[src/rtl/gpcfg_consts.vh]
`ifndef GPCFG_CONSTS_VH
`define GPCFG_CONSTS_VH

// register addresses
`define GPCFG_ADDR_STATUS     8'h0C
`define GPCFG_ADDR_PIN0       8'h0D
`define GPCFG_ADDR_PIN12      8'h0E
`define GPCFG_ADDR_PIN3       8'h0F
`define GPCFG_ADDR_LOC56      8'h10
`define GPCFG_ADDR_LOC78      8'h11
`define GPCFG_ADDR_PINSTAT1   8'h1C
`define GPCFG_ADDR_PINSTAT2   8'h1D
`define GPCFG_ADDR_PORTSEL    8'h1E

// writable bits of each register
`define GPCFG_MASK_NIBBLE     8'h0F
`define GPCFG_MASK_FULL       8'hFF
`define GPCFG_MASK_LOCAL      8'hBB

// reset value of every configuration register
`define GPCFG_CFG_RESET       8'h00

// field positions inside a nibble: mode low, value at bit 3
`define GPCFG_VAL_BIT         3
`define GPCFG_LO_MODE_HI      2
`define GPCFG_HI_NIB_LSB      4
`define GPCFG_PORTSEL_BIT     0

// mode codes (3-bit, local pins extend with a leading zero)
`define GPCFG_MODE_GPO        3'h1
`define GPCFG_MODE_GPI        3'h3
`define GPCFG_MODE_RHOLD      3'h5
`define GPCFG_MODE_RDFLT      3'h7

`endif

[src/rtl/gpcfg_top.v]
// Notes on behaviour
// - Mode codes with low bits 00 leave the pin in its functional input role.
// - Mode codes with low bits 10 put the pin in high impedance, undriven.
// - Mode 001 drives the pin from the locally held output value.
// - Mode 011 makes the pin an input whose level is readable as status.
// - Mode 101 drives the remote value and keeps the last one on link loss.
// - Mode 111 drives the remote value and falls back to the local value.
// - The local value reaches a link pin in local output mode, and in mode 111 while the link is down.
// - With port select set, the first four pin fields address port two.
// - Pin 0 at 0x0D, pins 1 and 2 at 0x0E, pin 3 at 0x0F, mode low value 3.
// - Register-only pins decode 00 func, 10 hi-z, 01 output, 11 input.
// - A register-only pin outputs its value bit whenever in output mode.
// - Register-only pins pack two per register, modes 1:0 and 5:4.
// - All configuration registers reset to zero.
// - Read-only status bits report each pin's sampled input level.
// - Link detect is kept per port and its loss drives the remote modes.
`timescale 1ns/1ps
`default_nettype none
`include "gpcfg_consts.vh"

module gpcfg_top #(
    // arbitrary revision value
    parameter [3:0] REVISION = 4'h1
) (
    input  wire       i_clk,
    input  wire       i_rst_b,
    input  wire [7:0] i_reg_addr,
    input  wire [7:0] i_reg_wdata,
    input  wire       i_reg_wr,
    input  wire       i_reg_rd,
    output reg  [7:0] o_reg_rdata_q,
    output reg        o_reg_rvalid_q,
    input  wire       i_link_detect_p0,
    input  wire       i_link_detect_p1,
    input  wire [3:0] i_remote_val_p0,
    input  wire [3:0] i_remote_val_p1,
    input  wire [3:0] i_link_pin_in,
    output reg  [3:0] o_link_pin_out_q,
    output reg  [3:0] o_link_pin_oe_q,
    input  wire [3:0] i_second_port_pin_in,
    output reg  [3:0] o_second_port_pin_out_q,
    output reg  [3:0] o_second_port_pin_oe_q,
    input  wire [3:0] i_local_pin_in,
    output reg  [3:0] o_local_pin_out_q,
    output reg  [3:0] o_local_pin_oe_q,
    output reg        o_second_port_select_q
);

    localparam NPIN = 12;

    // per port: pin0 nibble, pins1/2 byte, pin3 nibble
    reg  [3:0] p0_pin0_q;
    reg  [7:0] p0_pin12_q;
    reg  [3:0] p0_pin3_q;
    reg  [3:0] p1_pin0_q;
    reg  [7:0] p1_pin12_q;
    reg  [3:0] p1_pin3_q;
    reg  [7:0] loc56_q;
    reg  [7:0] loc78_q;
    reg  [7:0] held_q;
    reg  [7:0] rdata_d;

    wire [NPIN-1:0] pin_lvl;
    wire [NPIN-1:0] cell_out;
    wire [NPIN-1:0] cell_oe;
    wire [3*NPIN-1:0] mode_all;
    wire [NPIN-1:0] val_all;
    wire [NPIN-1:0] link_all;
    wire [NPIN-1:0] rem_all;
    wire [NPIN-1:0] held_all;
    wire            wr_sel;
    wire            link_sel;
    wire [3:0]      lvl_sel;

    // nibble of a 4-bit config into {value, mode3}
    function [3:0] link_nib;
        input [3:0] nib;
        begin
            link_nib = nib;
        end
    endfunction

    // register-only pin nibble: 2-bit mode widened with a zero msb
    function [3:0] loc_nib;
        input [3:0] nib;
        begin
            loc_nib = {nib[`GPCFG_VAL_BIT], 1'b0, nib[1:0]};
        end
    endfunction

    // port-one copy when port select is set, else port zero
    function [3:0] pick_nib;
        input       sel;
        input [3:0] one;
        input [3:0] zero;
        begin
            pick_nib = sel ? one : zero;
        end
    endfunction

    // byte-wide form of the same pick
    function [7:0] pick_byte;
        input       sel;
        input [7:0] one;
        input [7:0] zero;
        begin
            pick_byte = sel ? one : zero;
        end
    endfunction

    gpcfg_sync #(
        .W (NPIN)
    ) u_sync (
        .i_clk      (i_clk),
        .i_rst_b    (i_rst_b),
        .i_async    ({i_local_pin_in, i_second_port_pin_in, i_link_pin_in}),
        .o_stable_q (pin_lvl)
    );

    assign wr_sel   = o_second_port_select_q;
    assign link_sel = wr_sel ? i_link_detect_p1 : i_link_detect_p0;
    assign lvl_sel  = pick_nib(wr_sel, pin_lvl[7:4], pin_lvl[3:0]);

    // mode/value vectors in pin order: port0 0..3, port1 0..3, local 5..8
    assign {val_all[0],  mode_all[2:0]}   = link_nib(p0_pin0_q);
    assign {val_all[1],  mode_all[5:3]}   = link_nib(p0_pin12_q[3:0]);
    assign {val_all[2],  mode_all[8:6]}   = link_nib(p0_pin12_q[7:4]);
    assign {val_all[3],  mode_all[11:9]}  = link_nib(p0_pin3_q);
    assign {val_all[4],  mode_all[14:12]} = link_nib(p1_pin0_q);
    assign {val_all[5],  mode_all[17:15]} = link_nib(p1_pin12_q[3:0]);
    assign {val_all[6],  mode_all[20:18]} = link_nib(p1_pin12_q[7:4]);
    assign {val_all[7],  mode_all[23:21]} = link_nib(p1_pin3_q);
    assign {val_all[8],  mode_all[26:24]} = loc_nib(loc56_q[3:0]);
    assign {val_all[9],  mode_all[29:27]} = loc_nib(loc56_q[7:4]);
    assign {val_all[10], mode_all[32:30]} = loc_nib(loc78_q[3:0]);
    assign {val_all[11], mode_all[35:33]} = loc_nib(loc78_q[7:4]);

    assign link_all = {4'h0, {4{i_link_detect_p1}}, {4{i_link_detect_p0}}};
    // remote values from the back channel
    assign rem_all  = {4'h0, i_remote_val_p1, i_remote_val_p0};
    assign held_all = {4'h0, held_q};

    genvar g;
    generate
        for (g = 0; g < NPIN; g = g + 1) begin : g_pin
            gpcfg_pin_cell u_cell (
                .i_mode    (mode_all[3*g+2:3*g]),
                .i_value   (val_all[g]),
                .i_link_up (link_all[g]),
                .i_remote  (rem_all[g]),
                .i_held    (held_all[g]),
                .o_out     (cell_out[g]),
                .o_oe      (cell_oe[g])
            );
        end
    endgenerate

    // capture while the link is up
    // a dropped link freezes the copy, so hold mode never
    // shows what the back channel carries while it is down
    always @(posedge i_clk or negedge i_rst_b) begin
        if (!i_rst_b) begin
            held_q <= 8'h00;
        end else begin
            held_q[3:0] <= i_link_detect_p0 ? i_remote_val_p0 : held_q[3:0];
            held_q[7:4] <= i_link_detect_p1 ? i_remote_val_p1 : held_q[7:4];
        end
    end

    // pin drive registered so outputs come from flops;
    // costs a cycle but keeps decode glitches off the pins
    always @(posedge i_clk or negedge i_rst_b) begin
        if (!i_rst_b) begin
            o_link_pin_out_q        <= 4'h0;
            o_link_pin_oe_q         <= 4'h0;
            o_second_port_pin_out_q <= 4'h0;
            o_second_port_pin_oe_q  <= 4'h0;
            o_local_pin_out_q       <= 4'h0;
            o_local_pin_oe_q        <= 4'h0;
        end else begin
            // local pins never see remote control
            o_link_pin_out_q        <= cell_out[3:0];
            o_link_pin_oe_q         <= cell_oe[3:0];
            o_second_port_pin_out_q <= cell_out[7:4];
            o_second_port_pin_oe_q  <= cell_oe[7:4];
            o_local_pin_out_q       <= cell_out[11:8];
            o_local_pin_oe_q        <= cell_oe[11:8];
        end
    end

    // register writes
    always @(posedge i_clk or negedge i_rst_b) begin
        if (!i_rst_b) begin
            p0_pin0_q              <= 4'h0;
            p0_pin12_q             <= `GPCFG_CFG_RESET;
            p0_pin3_q              <= 4'h0;
            p1_pin0_q              <= 4'h0;
            p1_pin12_q             <= `GPCFG_CFG_RESET;
            p1_pin3_q              <= 4'h0;
            loc56_q                <= `GPCFG_CFG_RESET;
            loc78_q                <= `GPCFG_CFG_RESET;
            o_second_port_select_q <= 1'b0;
        end else if (i_reg_wr) begin
            case (i_reg_addr)
                `GPCFG_ADDR_PIN0: begin
                    if (wr_sel) begin
                        p1_pin0_q <= i_reg_wdata[3:0];
                    end else begin
                        p0_pin0_q <= i_reg_wdata[3:0];
                    end
                end
                `GPCFG_ADDR_PIN12: begin
                    if (wr_sel) begin
                        p1_pin12_q <= i_reg_wdata & `GPCFG_MASK_FULL;
                    end else begin
                        p0_pin12_q <= i_reg_wdata & `GPCFG_MASK_FULL;
                    end
                end
                `GPCFG_ADDR_PIN3: begin
                    if (wr_sel) begin
                        p1_pin3_q <= i_reg_wdata[3:0];
                    end else begin
                        p0_pin3_q <= i_reg_wdata[3:0];
                    end
                end
                `GPCFG_ADDR_LOC56: begin
                    loc56_q <= i_reg_wdata & `GPCFG_MASK_LOCAL;
                end
                `GPCFG_ADDR_LOC78: begin
                    loc78_q <= i_reg_wdata & `GPCFG_MASK_LOCAL;
                end
                `GPCFG_ADDR_PORTSEL: begin
                    o_second_port_select_q <= i_reg_wdata[`GPCFG_PORTSEL_BIT];
                end
                default: begin
                    o_second_port_select_q <= o_second_port_select_q;
                end
            endcase
        end
    end

    // read mux; unmapped addresses read zero
    always @* begin
        rdata_d = 8'h00;
        case (i_reg_addr)
            // link detect of the selected port
            `GPCFG_ADDR_STATUS: begin
                rdata_d = {7'h00, link_sel};
            end
            `GPCFG_ADDR_PIN0: begin
                rdata_d = {REVISION, pick_nib(wr_sel, p1_pin0_q, p0_pin0_q)};
            end
            `GPCFG_ADDR_PIN12: begin
                rdata_d = pick_byte(wr_sel, p1_pin12_q, p0_pin12_q);
            end
            `GPCFG_ADDR_PIN3: begin
                rdata_d = {4'h0, pick_nib(wr_sel, p1_pin3_q, p0_pin3_q)};
            end
            `GPCFG_ADDR_LOC56: begin
                rdata_d = loc56_q;
            end
            `GPCFG_ADDR_LOC78: begin
                rdata_d = loc78_q;
            end
            `GPCFG_ADDR_PINSTAT1: begin
                rdata_d = {pin_lvl[10:8], 1'b0, lvl_sel};
            end
            `GPCFG_ADDR_PINSTAT2: begin
                rdata_d = {7'h00, pin_lvl[11]};
            end
            `GPCFG_ADDR_PORTSEL: begin
                rdata_d = {7'h00, o_second_port_select_q};
            end
            default: begin
                rdata_d = 8'h00;
            end
        endcase
    end

    // read answer one cycle after the strobe
    always @(posedge i_clk or negedge i_rst_b) begin
        if (!i_rst_b) begin
            o_reg_rdata_q  <= 8'h00;
            o_reg_rvalid_q <= 1'b0;
        end else begin
            o_reg_rvalid_q <= i_reg_rd;
            if (i_reg_rd) begin
                o_reg_rdata_q <= rdata_d;
            end
        end
    end

endmodule // gpcfg_top
`default_nettype wire

[src/rtl/gpcfg_sync.v]
`timescale 1ns/1ps
`default_nettype none

module gpcfg_sync #(
    parameter W = 12
) (
    input  wire         i_clk,
    input  wire         i_rst_b,
    input  wire [W-1:0] i_async,
    output reg  [W-1:0] o_stable_q
);

    reg [W-1:0] s1_q;
    reg [W-1:0] s2_q;
    reg [W-1:0] s3_q;
    wire [W-1:0] differ;

    // s1 is read by s2 only
    assign differ = s2_q ^ s3_q;

    always @(posedge i_clk or negedge i_rst_b) begin
        if (!i_rst_b) begin
            s1_q       <= {W{1'b0}};
            s2_q       <= {W{1'b0}};
            s3_q       <= {W{1'b0}};
            o_stable_q <= {W{1'b0}};
        end else begin
            s1_q       <= i_async;
            s2_q       <= s1_q;
            s3_q       <= s2_q;
            // a change counts only once stages two and three agree
            o_stable_q <= (~differ & s3_q) | (differ & o_stable_q);
        end
    end

endmodule // gpcfg_sync
`default_nettype wire

[src/rtl/gpcfg_pin_cell.v]
`timescale 1ns/1ps
`default_nettype none
`include "gpcfg_consts.vh"

module gpcfg_pin_cell (
    input  wire [2:0] i_mode,
    input  wire       i_value,
    input  wire       i_link_up,
    input  wire       i_remote,
    input  wire       i_held,
    output reg        o_out,
    output reg        o_oe
);

    always @* begin
        o_out = 1'b0;
        o_oe  = 1'b0;
        case (i_mode)
            `GPCFG_MODE_GPO: begin
                o_out = i_value;
                o_oe  = 1'b1;
            end
            `GPCFG_MODE_GPI: begin
                o_oe = 1'b0;
            end
            `GPCFG_MODE_RHOLD: begin
                o_out = i_link_up ? i_remote : i_held;
                o_oe  = 1'b1;
            end
            `GPCFG_MODE_RDFLT: begin
                o_out = i_link_up ? i_remote : i_value;
                o_oe  = 1'b1;
            end
            default: begin
                o_oe = 1'b0;
            end
        endcase
    end

endmodule // gpcfg_pin_cell
`default_nettype wire

[config.mk]
export PLATFORM = sky130hd
export DESIGN_NAME = gpcfg_top
export DESIGN_NICKNAME = d
export VERILOG_FILES = /design/src/rtl/gpcfg_top.v /design/src/rtl/gpcfg_sync.v /design/src/rtl/gpcfg_pin_cell.v
export VERILOG_INCLUDE_DIRS = /design/src /design/src/rtl
export SDC_FILE = /design/constraint.sdc
export NUM_CORES = 1
export LEC_CHECK = 0
export ABC_CLOCK_PERIOD_IN_PS = 2500
export BUFFER_PORTS_ARGS = -buffer_cell sky130_fd_sc_hd__buf_4
export CORE_UTILIZATION = 61
export CTS_BUF_LIST = sky130_fd_sc_hd__clkbuf_16
export DETAILED_ROUTE_END_ITERATION = 16
export GPL_ROUTABILITY_DRIVEN = 0
export PLACE_DENSITY = 0.82
export SLEW_MARGIN = 0
export SYNTH_ARGS = -nofsm -noshare
export SYNTH_HDL_FRONTEND = slang
export SYNTH_SLANG_ARGS = --single-unit
[constraint.sdc]
create_clock -name i_clk -period 2.5 [get_ports i_clk]
set_input_delay 0.375 -clock i_clk [delete_from_list [all_inputs] [get_ports i_clk]]
set_output_delay 0.375 -clock i_clk [all_outputs]
set_load 0.02 [all_outputs]
# [After elaboration in Yosys (flattened, before gate mapping)]
# Cells that the tools add are included.
[op_classes] add_sub_neg=0 mul=0 n_div=0 magnitude_cmp=0 n_eq_ne=37 n_shift=0 muxes=46 bitwise=6 n_reduce_logical=17
[ops] cell="one-hot mux 8 bit (9 select lines)" n=1
[ops] cell="== test 3 bit, second input constant" n=16
[ops] cell="== test 8 x 5 -> 1 bit, second input constant" n=5
[ops] cell="two-way mux 1 bit" n=33
[ops] cell="== test 8 x 4 -> 1 bit, second input constant" n=4
[ops] cell="bitwise AND 12 bit" n=2
[ops] cell="== test 3 x 1 -> 1 bit, second input constant" n=8
[ops] cell="one-hot mux 1 bit (3 select lines)" n=8
[ops] cell="OR reduction 3 bit" n=8
[ops] cell="AND reduction 3 bit" n=6
[ops] cell="two-way mux 4 bit" n=3
[ops] cell="NOT 12 bit" n=1
[ops] cell="OR 12 bit" n=1
[ops] cell="bitwise XOR 12 bit" n=1
[ops] cell="== test 2 x 1 -> 1 bit, second input constant" n=4
[ops] cell="two-way mux 8 bit" n=1
[ops] cell="AND reduction 2 bit" n=3
[ops] cell="NOT 1 bit" n=1
[word_totals] regBits=134 latch_bits=0 mem_bits_rw=0 rom_bits=0 input_bits=42 output_inout_bits=34 wordCells=129 mem_count=0

# [Depth between registers and ports, before layout]
# Gate-level depths: netlist of run 1.
[depth] depth_word=4 depth_mapped=7 depth_no_buf=4

# [Modules after synthesis]
# Synthesis of run 1 repeated with hierarchy kept, for this count alone.
[hier_totals] cells_unflattened=400 area_unflattened_um2=5652.9
[by_module_without_submodules] module="gpcfg_top" instances=1 cells_per_inst=256 area_per_inst_um2=3595.9 seq_area_each_um2=2152.1
[by_module_without_submodules] module="gpcfg_sync" instances=1 cells_per_inst=60 area_per_inst_um2=1336.3 seq_area_each_um2=1201.2
[by_module_without_submodules] module="gpcfg_pin_cell" instances=12 cells_per_inst=7 area_per_inst_um2=60.1 seq_area_each_um2=0.0

# [Least setup slack after synthesis of run 1]
# OpenSTA, ideal clock, no wires.
[synth_path] path_type="reg2reg" start="register o_second_port_select_q" end="register o_reg_rdata_q[0]" setup_ps=141 t_arrival_ps=1668 slack_ps=691 stages_incl_launch_ff=6 n_path_buf=2 cell_sequence="dfrtp_1 > buf_2 > buf_2 > mux4_2 > a32oi_1 > o211ai_1"
[synth_between] elab_chain_len=2 elab_cells_between_ends=6 classes_between="mux (6)"
[synth_rtl] element="start, declared" line_no="gpcfg_top.v:46" source="output reg o_second_port_select_q"
[synth_rtl] element="start signal, assigned" line_no="gpcfg_top.v:233" source="o_second_port_select_q <= i_reg_wdata[`GPCFG_PORTSEL_BIT];"
[synth_rtl] element="start signal, assigned" line_no="gpcfg_top.v:236" source="o_second_port_select_q <= o_second_port_select_q;"
[synth_rtl] element="two-way mux 4 bit, or another cell as far along" line_no="gpcfg_top.v:97" source="pick_nib = sel ? one : zero;"
[synth_rtl] element="one-hot mux 8 bit (9 select lines) *" line_no="gpcfg_top.v:245" source="case (i_reg_addr)"
[synth_rtl] element="end signal, assigned" line_no="gpcfg_top.v:288" source="o_reg_rdata_q <= rdata_d;"
[synth_rtl] element="end, declared" line_no="gpcfg_top.v:31" source="output reg [7:0] o_reg_rdata_q,"
# Every way passes the cells marked *; elsewhere a longest branch is shown, timed or not.
# A chain may end at the register's enable or synchronous reset.

# [Final worst setup path of run 1]
[layout_path] start="register o_second_port_select_q" end="register o_reg_rdata_q[3]"
[layout_between] elab_chain_len=2 elab_cells_between_ends=5 classes_between="mux (5)"
[layout_rtl] element="two-way mux 4 bit / two-way mux 8 bit (equally long branches)" line_no="gpcfg_top.v:97, gpcfg_top.v:107"
[layout_rtl] element="one-hot mux 8 bit (9 select lines) *" line_no="gpcfg_top.v:245"
# Marked as above.

==> results of run 1 <==
[flip-flops by register name, summed over array words and instances (netlist names), 6 cells and up, named ones only]
name	count
o_reg_rdata_q	8
p1_pin12_q	8
p0_pin12_q	8
u_sync.s1_q	12
loc78_q	6
loc56_q	6
u_sync.s2_q	12
u_sync.s3_q	12
held_q	8
[cell families after synthesis]
kind of cell / count (synthesis) / synth area share [%]
simple gates: 95 / 10.65
compound gates: 71 / 8.632
mux: 66 / 14.14
buf+inv: 37 / 2.846
fa+ha+maj: 12 / 2.204
flops: 134 / 61.52
[Yosys cell counts, types with 2 or more instances]
cell type	n	area [um^2]
o2bb2ai_1	4	35.03
nor4_1	9	56.30
a21boi_0	9	67.56
or2_2	2	12.51
a22oi_1	7	52.55
clkbuf_1	5	18.77
mux4_2	4	90.09
o211ai_1	2	15.01
and2_1	4	25.02
o21a_1	6	45.04
inv_1	22	82.58
dfrtp_1	134	3353
nor3_1	4	20.02
a211oi_1	2	15.01
o21bai_1	2	15.01
o21ai_0	14	70.07
a22o_1	2	17.52
nor2_1	8	30.03
nand2_1	26	97.59
maj3_1	12	120.1
or3_1	8	50.05
nand3_4	2	35.03
mux2i_1	14	140.1
a221oi_1	2	17.52
nor2b_1	6	37.54
a21oi_1	15	75.07
nand2b_1	8	50.05
nand3_1	3	15.01
mux2_2	48	540.5
buf_4	2	15.01
nand3b_1	6	45.04
buf_2	7	35.03
[worst reg2reg max path, delay by kind of cell, from the launching register on]
kind / cells / cell delay, ps
DFF: 1 / 820
AOI/OAI and AO/OA: 2 / 390
muxes: 1 / 350
buffers and inverters: 1 / 280
[final cells by class]
type                    count  area (um^2)  share of cell area, %
flip-flops and latches    134         3353                  49.47
multi-input cells         244         1942                  28.65
repair buffers             83        650.6                  9.599
clock buffers              17        425.4                  6.277
clock inverters            14        188.9                  2.788
well taps                 108        135.1                  1.994
inverters                  22        82.58                  1.218
[how the worst max path moves through the flow]
stage	startpoint	endpoint	slack, ps
3_5_place_dp	i_reg_addr[6]	p0_pin0_q[2]	290
6_report	o_second_port_select_q	o_reg_rdata_q[3]	500
5_1_grt	o_second_port_select_q	o_reg_rdata_q[1]	360
3_3_place_gp	i_reg_addr[6]	p0_pin0_q[0]	350
2_1_floorplan	o_second_port_select_q	o_reg_rdata_q[0]	690
4_1_cts	o_second_port_select_q	o_reg_rdata_q[3]	500
[report_power, final]
group / total [uW] / switching, uW / internal [uW]
combinational: 319 / 177 / 141
clock: 2600 / 1000 / 1590
sequential: 2320 / 61.1 / 2260
total: 5240 / 1240 / 4000
[what timing repair did]
| action | in CTS | in global routing |
|---|---|---|
| setup buffers | 0 | 0 |
| hold endpoints to repair | 43 | 0 |
| hold buffers | 1 | 0 |
| resized for setup | 0 | 0 |
[layer usage]
layer	share of wire, %	vias to the layer above	GRT usage (%)
li1	-	1660	-
met1	42	1861	35.68
met2	50	134	45.42
met3	5.7	28	8.451
met4	2.4	0	11.27
met5	0	-	0
[per-stage QoR]
| stage | std cells | total power, uW | setup slack [ps] | hold WS (ps) |
|---|---|---|---|---|
| 3_5_place_dp | 590 | 2672 | 291.5 | 335.6 |
| 5_1_grt | 622 | 5404 | 364.6 | 43.85 |
| 3_3_place_gp | 590 | 2658 | 348.8 | 332.3 |
| 6_report | 622 | 5239 | 504.0 | 59.50 |
| 2_1_floorplan | 415 | 2490 | 691.4 | 79.41 |
| 4_1_cts | 622 | 5265 | 499.3 | 50.61 |
==> results.py, run 1 <==
metrics = {
    "sta": {
        "setup_viol": 0,
        "rsz0062_at_grt": "no",
        "fin_skew_ps": 6.360,
        "drv_slew": 0,
        "hold_violations": 0,
        "fin_crit_sh_pct": 79.84,
        "finalSetupTns_ps": 0,
        "finalCriticalPeriod_ps": 1996,
        "clock.fmax_ghz": 0.5010,
        "max_slew.worst_pin.slew_ps": 751.9,
        "slew_headroom_pct": 49.87,
    },
    "logic_synthesis": {
        "yosys_warnings": 0,
        "ys_seq_elements": 134,
        "synthFlopType": "dfrtp_1",
        "yosysSeqAreaShare_pct": 61.52,
        "avgSynthCellArea_um2": 13.13,
        "synth_cells": 415,
        "synthArstFlopShare_pct": 100.0,
        "synth_edf_count": 0,
        "synth_nets": 457,
        "syn_area_mm2": 0.005450,
        "synth.distinct_cells": 48,
    },
    "placement": {
        "portBuffers": 75,
        "hpwl_um": 7836,
        "place_area_mm2": 0.006153,
    },
    "min_path": {
        "whs_path_depth": 1,
        "min_to": "u_sync.s1_q[6]",
        "hold_start": "i_second_port_pin_in[2]",
        "hp-class": "input pin to flop",
    },
    "routing": {
        "vias_per_cell": 5.921,
        "vias": 3683,
        "drtIter0Drc": 217,
        "routedWlPerCell_um": 19.15,
        "drc": 0,
        "dr.pass1.iters": 4,
        "routed_wl_um": 11910,
        "drtAntennaViolNets": 0,
    },
    "floorplan": {
        "die_w_um": 96.53,
        "die-area_mm2": 0.009317,
        "pin_count": 76,
        "die_h_um": 96.53,
        "rows": 34,
        "start_util_pct": 62.80,
        "core_area_mm2": 0.008678,
    },
    "worst_setup_path": {
        "arrival_ps": 2260,
        "cpPeakStageDelay_ps": 820,
        "crit_cells": 4,
        "r2r_end": "o_reg_rdata_q[3]",
        "reg2reg_from": "o_second_port_select_q",
        "path_buf_inv": 1,
        "worstPathCellList": "buf_4, mux2_2, a221oi_1, a22oi_1",
        "criticalPathCategory": "flop to flop",
        "end_kind": "flop",
        "regToRegSetupSlack_ps": 500,
        "cp.required_ps": 2760,
        "cp_top_family": "flip-flops",
        "critPathLaunchType": "flop",
        "cp_slowest_cell": "dfrtp_1",
        "cp_max_fo": 14,
        "reg2regPathDepth": 4,
    },
    "clock_tree": {
        "clock_latency_ps": 420,
        "cts_sinks": 134,
        "clockBufferDepth": 2,
        "path_clk_slew_ps": 60,
        "htree_levels": 4,
        "cts_buffers": 17,
        "tritoncts": "yes",
        "cts_root_buf": "clkbuf_16",
    },
    "cells_and_area": {
        "fill_cells": 530,
        "diodes": 0,
        "fin_util_pct": 78.10,
        "layout-drive-gt1-share_pct": 33.85,
        "synthToLayoutAreaGrowth_pct": 24.36,
        "final_cell_mix": "134 x dfrtp_1, 80 x buf_4, 48 x mux2_2",
        "final_common_cell": "dfrtp_1",
        "final_area_mm2": 0.006778,
        "nets": 544,
    },
    "run": {
        "drv_cap": 0,
    },
    "run_status": {
        "status": "finished, final reports clean",
    },
    "pwr": {
        "peakVddDrop_mv": 0.7764,
        "power.leakage_uw": 0.003119,
        "p_per_area_mw_per_mm2": 772.9,
    },
    "global_routing": {
        "grt_max_degree": 54,
        "grt_antenna_before_repair": 0,
        "grt_pass1_vias": 3639,
        "grt_overflow_total": 0,
        "grt_first_pass_wirelength_um": 18700,
        "grt_usage_pct": 28.11,
    },
}
Power figures use the tool's default switching activity.
==> run 2, diff against run 1 <==
Settings changed: ABC_CLOCK_PERIOD_IN_PS 2500 to 1650, CORE_UTILIZATION 61 to 51, PLACE_DENSITY 0.82 to 0.73.
Clock period 2.5 ns to 1.65 ns, I/O delays scaled along.
==> results.py, run 2 (synthesis gave the netlist of run 1 again) <==
metrics = {
    "run_status": {
        "status": "finished, final reports clean",
    },
    "routing": {
        "drc": 0,
        "vias": 3709,
        "routed_wl_um": 11740,
        "routedWlPerCell_um": 17.09,
        "drtIter0Drc": 133,
        "dr.pass1.iters": 4,
        "drtAntennaViolNets": 0,
        "vias_per_cell": 5.399,
    },
    "worst_setup_path": {
        "worstPathCellList": "buf_4, mux4_2, o2bb2ai_1, nand2_1, a22oi_1",
        "cp.required_ps": 1900,
        "cp_max_fo": 7,
        "cp_slowest_cell": "mux4_2",
        "critPathLaunchType": "flop",
        "path_buf_inv": 1,
        "end_kind": "flop",
        "cpPeakStageDelay_ps": 510,
        "criticalPathCategory": "flop to flop",
        "arrival_ps": 1840,
        "cp_top_family": "multiplexers",
        "regToRegSetupSlack_ps": 60,
    },
    "placement": {
        "hpwl_um": 8171,
        "place_area_mm2": 0.006366,
        "pre_cts_ws_ps": -295.7,
        "place_inst": 639,
        "portBuffers": 75,
    },
    "global_routing": {
        "grt_antenna_before_repair": 0,
        "grt_first_pass_wirelength_um": 19760,
        "grt_overflow_total": 0,
        "grt_usage_pct": 23.83,
        "grt_max_degree": 43,
        "grt_pass1_vias": 3887,
    },
    "sta": {
        "finalCriticalPeriod_ps": 1590,
        "drv_slew": 0,
        "max_slew.worst_pin.slew_ps": 591.5,
        "fin_crit_sh_pct": 96.35,
        "hold_violations": 0,
        "rsz0062_at_grt": "no",
        "setup_viol": 0,
        "setup_ws_ps": 60.18,
        "fin_skew_ps": 8.274,
        "clock.fmax_ghz": 0.6290,
        "slew_headroom_pct": 60.30,
    },
    "floorplan": {
        "pin_count": 76,
        "start_util_pct": 52.79,
        "core_area_mm2": 0.01032,
        "die-area_mm2": 0.01110,
        "rows": 37,
        "die_w_um": 105.4,
        "die_h_um": 105.4,
    },
    "cells_and_area": {
        "fill_cells": 717,
        "top_regs": "u_sync.s1_q: 12 flops, u_sync.s2_q: 12 flops, u_sync.s3_q: 12 flops",
        "final_area_mm2": 0.007094,
        "final_common_cell": "dfrtp_1",
        "nets": 581,
        "final_cells": 687,
        "final_cell_mix": "133 x dfrtp_1, 103 x buf_4, 48 x mux2_2",
        "layout-drive-gt1-share_pct": 35.75,
        "seqCellArea_mm2": 0.003354,
        "synthToLayoutAreaGrowth_pct": 30.17,
        "diodes": 0,
        "multi_input_area_mm2": 0.001948,
    },
    "clock_tree": {
        "cts_buffers": 17,
        "path_clk_slew_ps": 60,
        "clockBufferDepth": 2,
        "htree_levels": 4,
        "cts_sinks": 134,
        "clock_latency_ps": 410,
        "tritoncts": "yes",
        "cts_root_buf": "clkbuf_16",
    },
    "pwr": {
        "power.leakage_uw": 0.003263,
        "p_total_uw": 7622,
        "p_per_area_mw_per_mm2": 1074,
        "peakVddDrop_mv": 0.9871,
    },
    "min_path": {
        "hp-class": "input pin to flop",
    },
    "run": {
        "drv_cap": 0,
    },
}
[run 2: cell count changes in the layout (fill, tap and decap cells not counted), sizes merged]
cell         before  now
inv              29   24
bufinv            3    2
buf              82  106
clkinv            2    5
dlygate4sd3       1   14
clkinvlp          2    5
[run 2: worst reg2reg max path, cell delays in order (launching register included)]
cell and delay [ps]:
dfrtp_2 440, buf_4 170, mux4_2 510, o2bb2ai_1 160, nand2_1 90, a22oi_1 70
[run 2: cell type report]
cell class	count	area share [%]
Sequential cell	134	47.28
Multi-Input combinational cell	244	27.46
Timing Repair Buffer	120	13.72
Clock buffer	17	5.996
Tap cell	136	2.399
Clock inverter	14	1.975
Inverter	22	1.164
[run 2: metrics by stage]
stage	setup TNS [ps]	util, %	hold slack [ps]
finish	0	68.72	63.55
global route	0	68.72	78.72
CTS	0	68.50	46.44
detailed placement	-9195	61.67	234.3
global placement	-7897	61.67	235.9
floorplan	-126.1	-	-48.09
[run 2: power by group]
group / switching [uW] / total, uW / internal [uW] / leakage, uW
logic: 287 / 552 / 265 / 0.00126
registers: 84.0 / 3510 / 3430 / 0.00174
clock network: 1360 / 3560 / 2190 / 0.000267
total: 1730 / 7620 / 5890 / 0.00326
[run 2: final timing paths]
check,depth (start not counted),to,start
min,3,held_q[6],i_remote_val_p1[2]
max reg2reg,5,o_reg_rdata_q[1],o_second_port_select_q
max in group asynchronous,3,asynchronous set/reset pin,i_rst_b
max,5,o_reg_rdata_q[1],o_second_port_select_q
min reg2reg,0,u_sync.s2_q[4],u_sync.s1_q[4]
min in group asynchronous,2,u_sync.s2_q[7],i_rst_b
[run 2: what timing repair did]
item / CTS / global route
setup endpoints to repair: 0 / 12
gates resized for setup: 0 / 2
hold buffers: 14 / 0
setup buffers: 0 / 3
hold endpoints to repair: 39 / 0
[run 2: routing by layer]
layer  vias to the layer above  wire length, um  track usage [%]
li1                       1727                -                -
met3                        32              507            6.184
met2                        98             5813            37.92
met1                      1852             5076            30.39
met5                         -                0                0
met4                         0              340            11.77
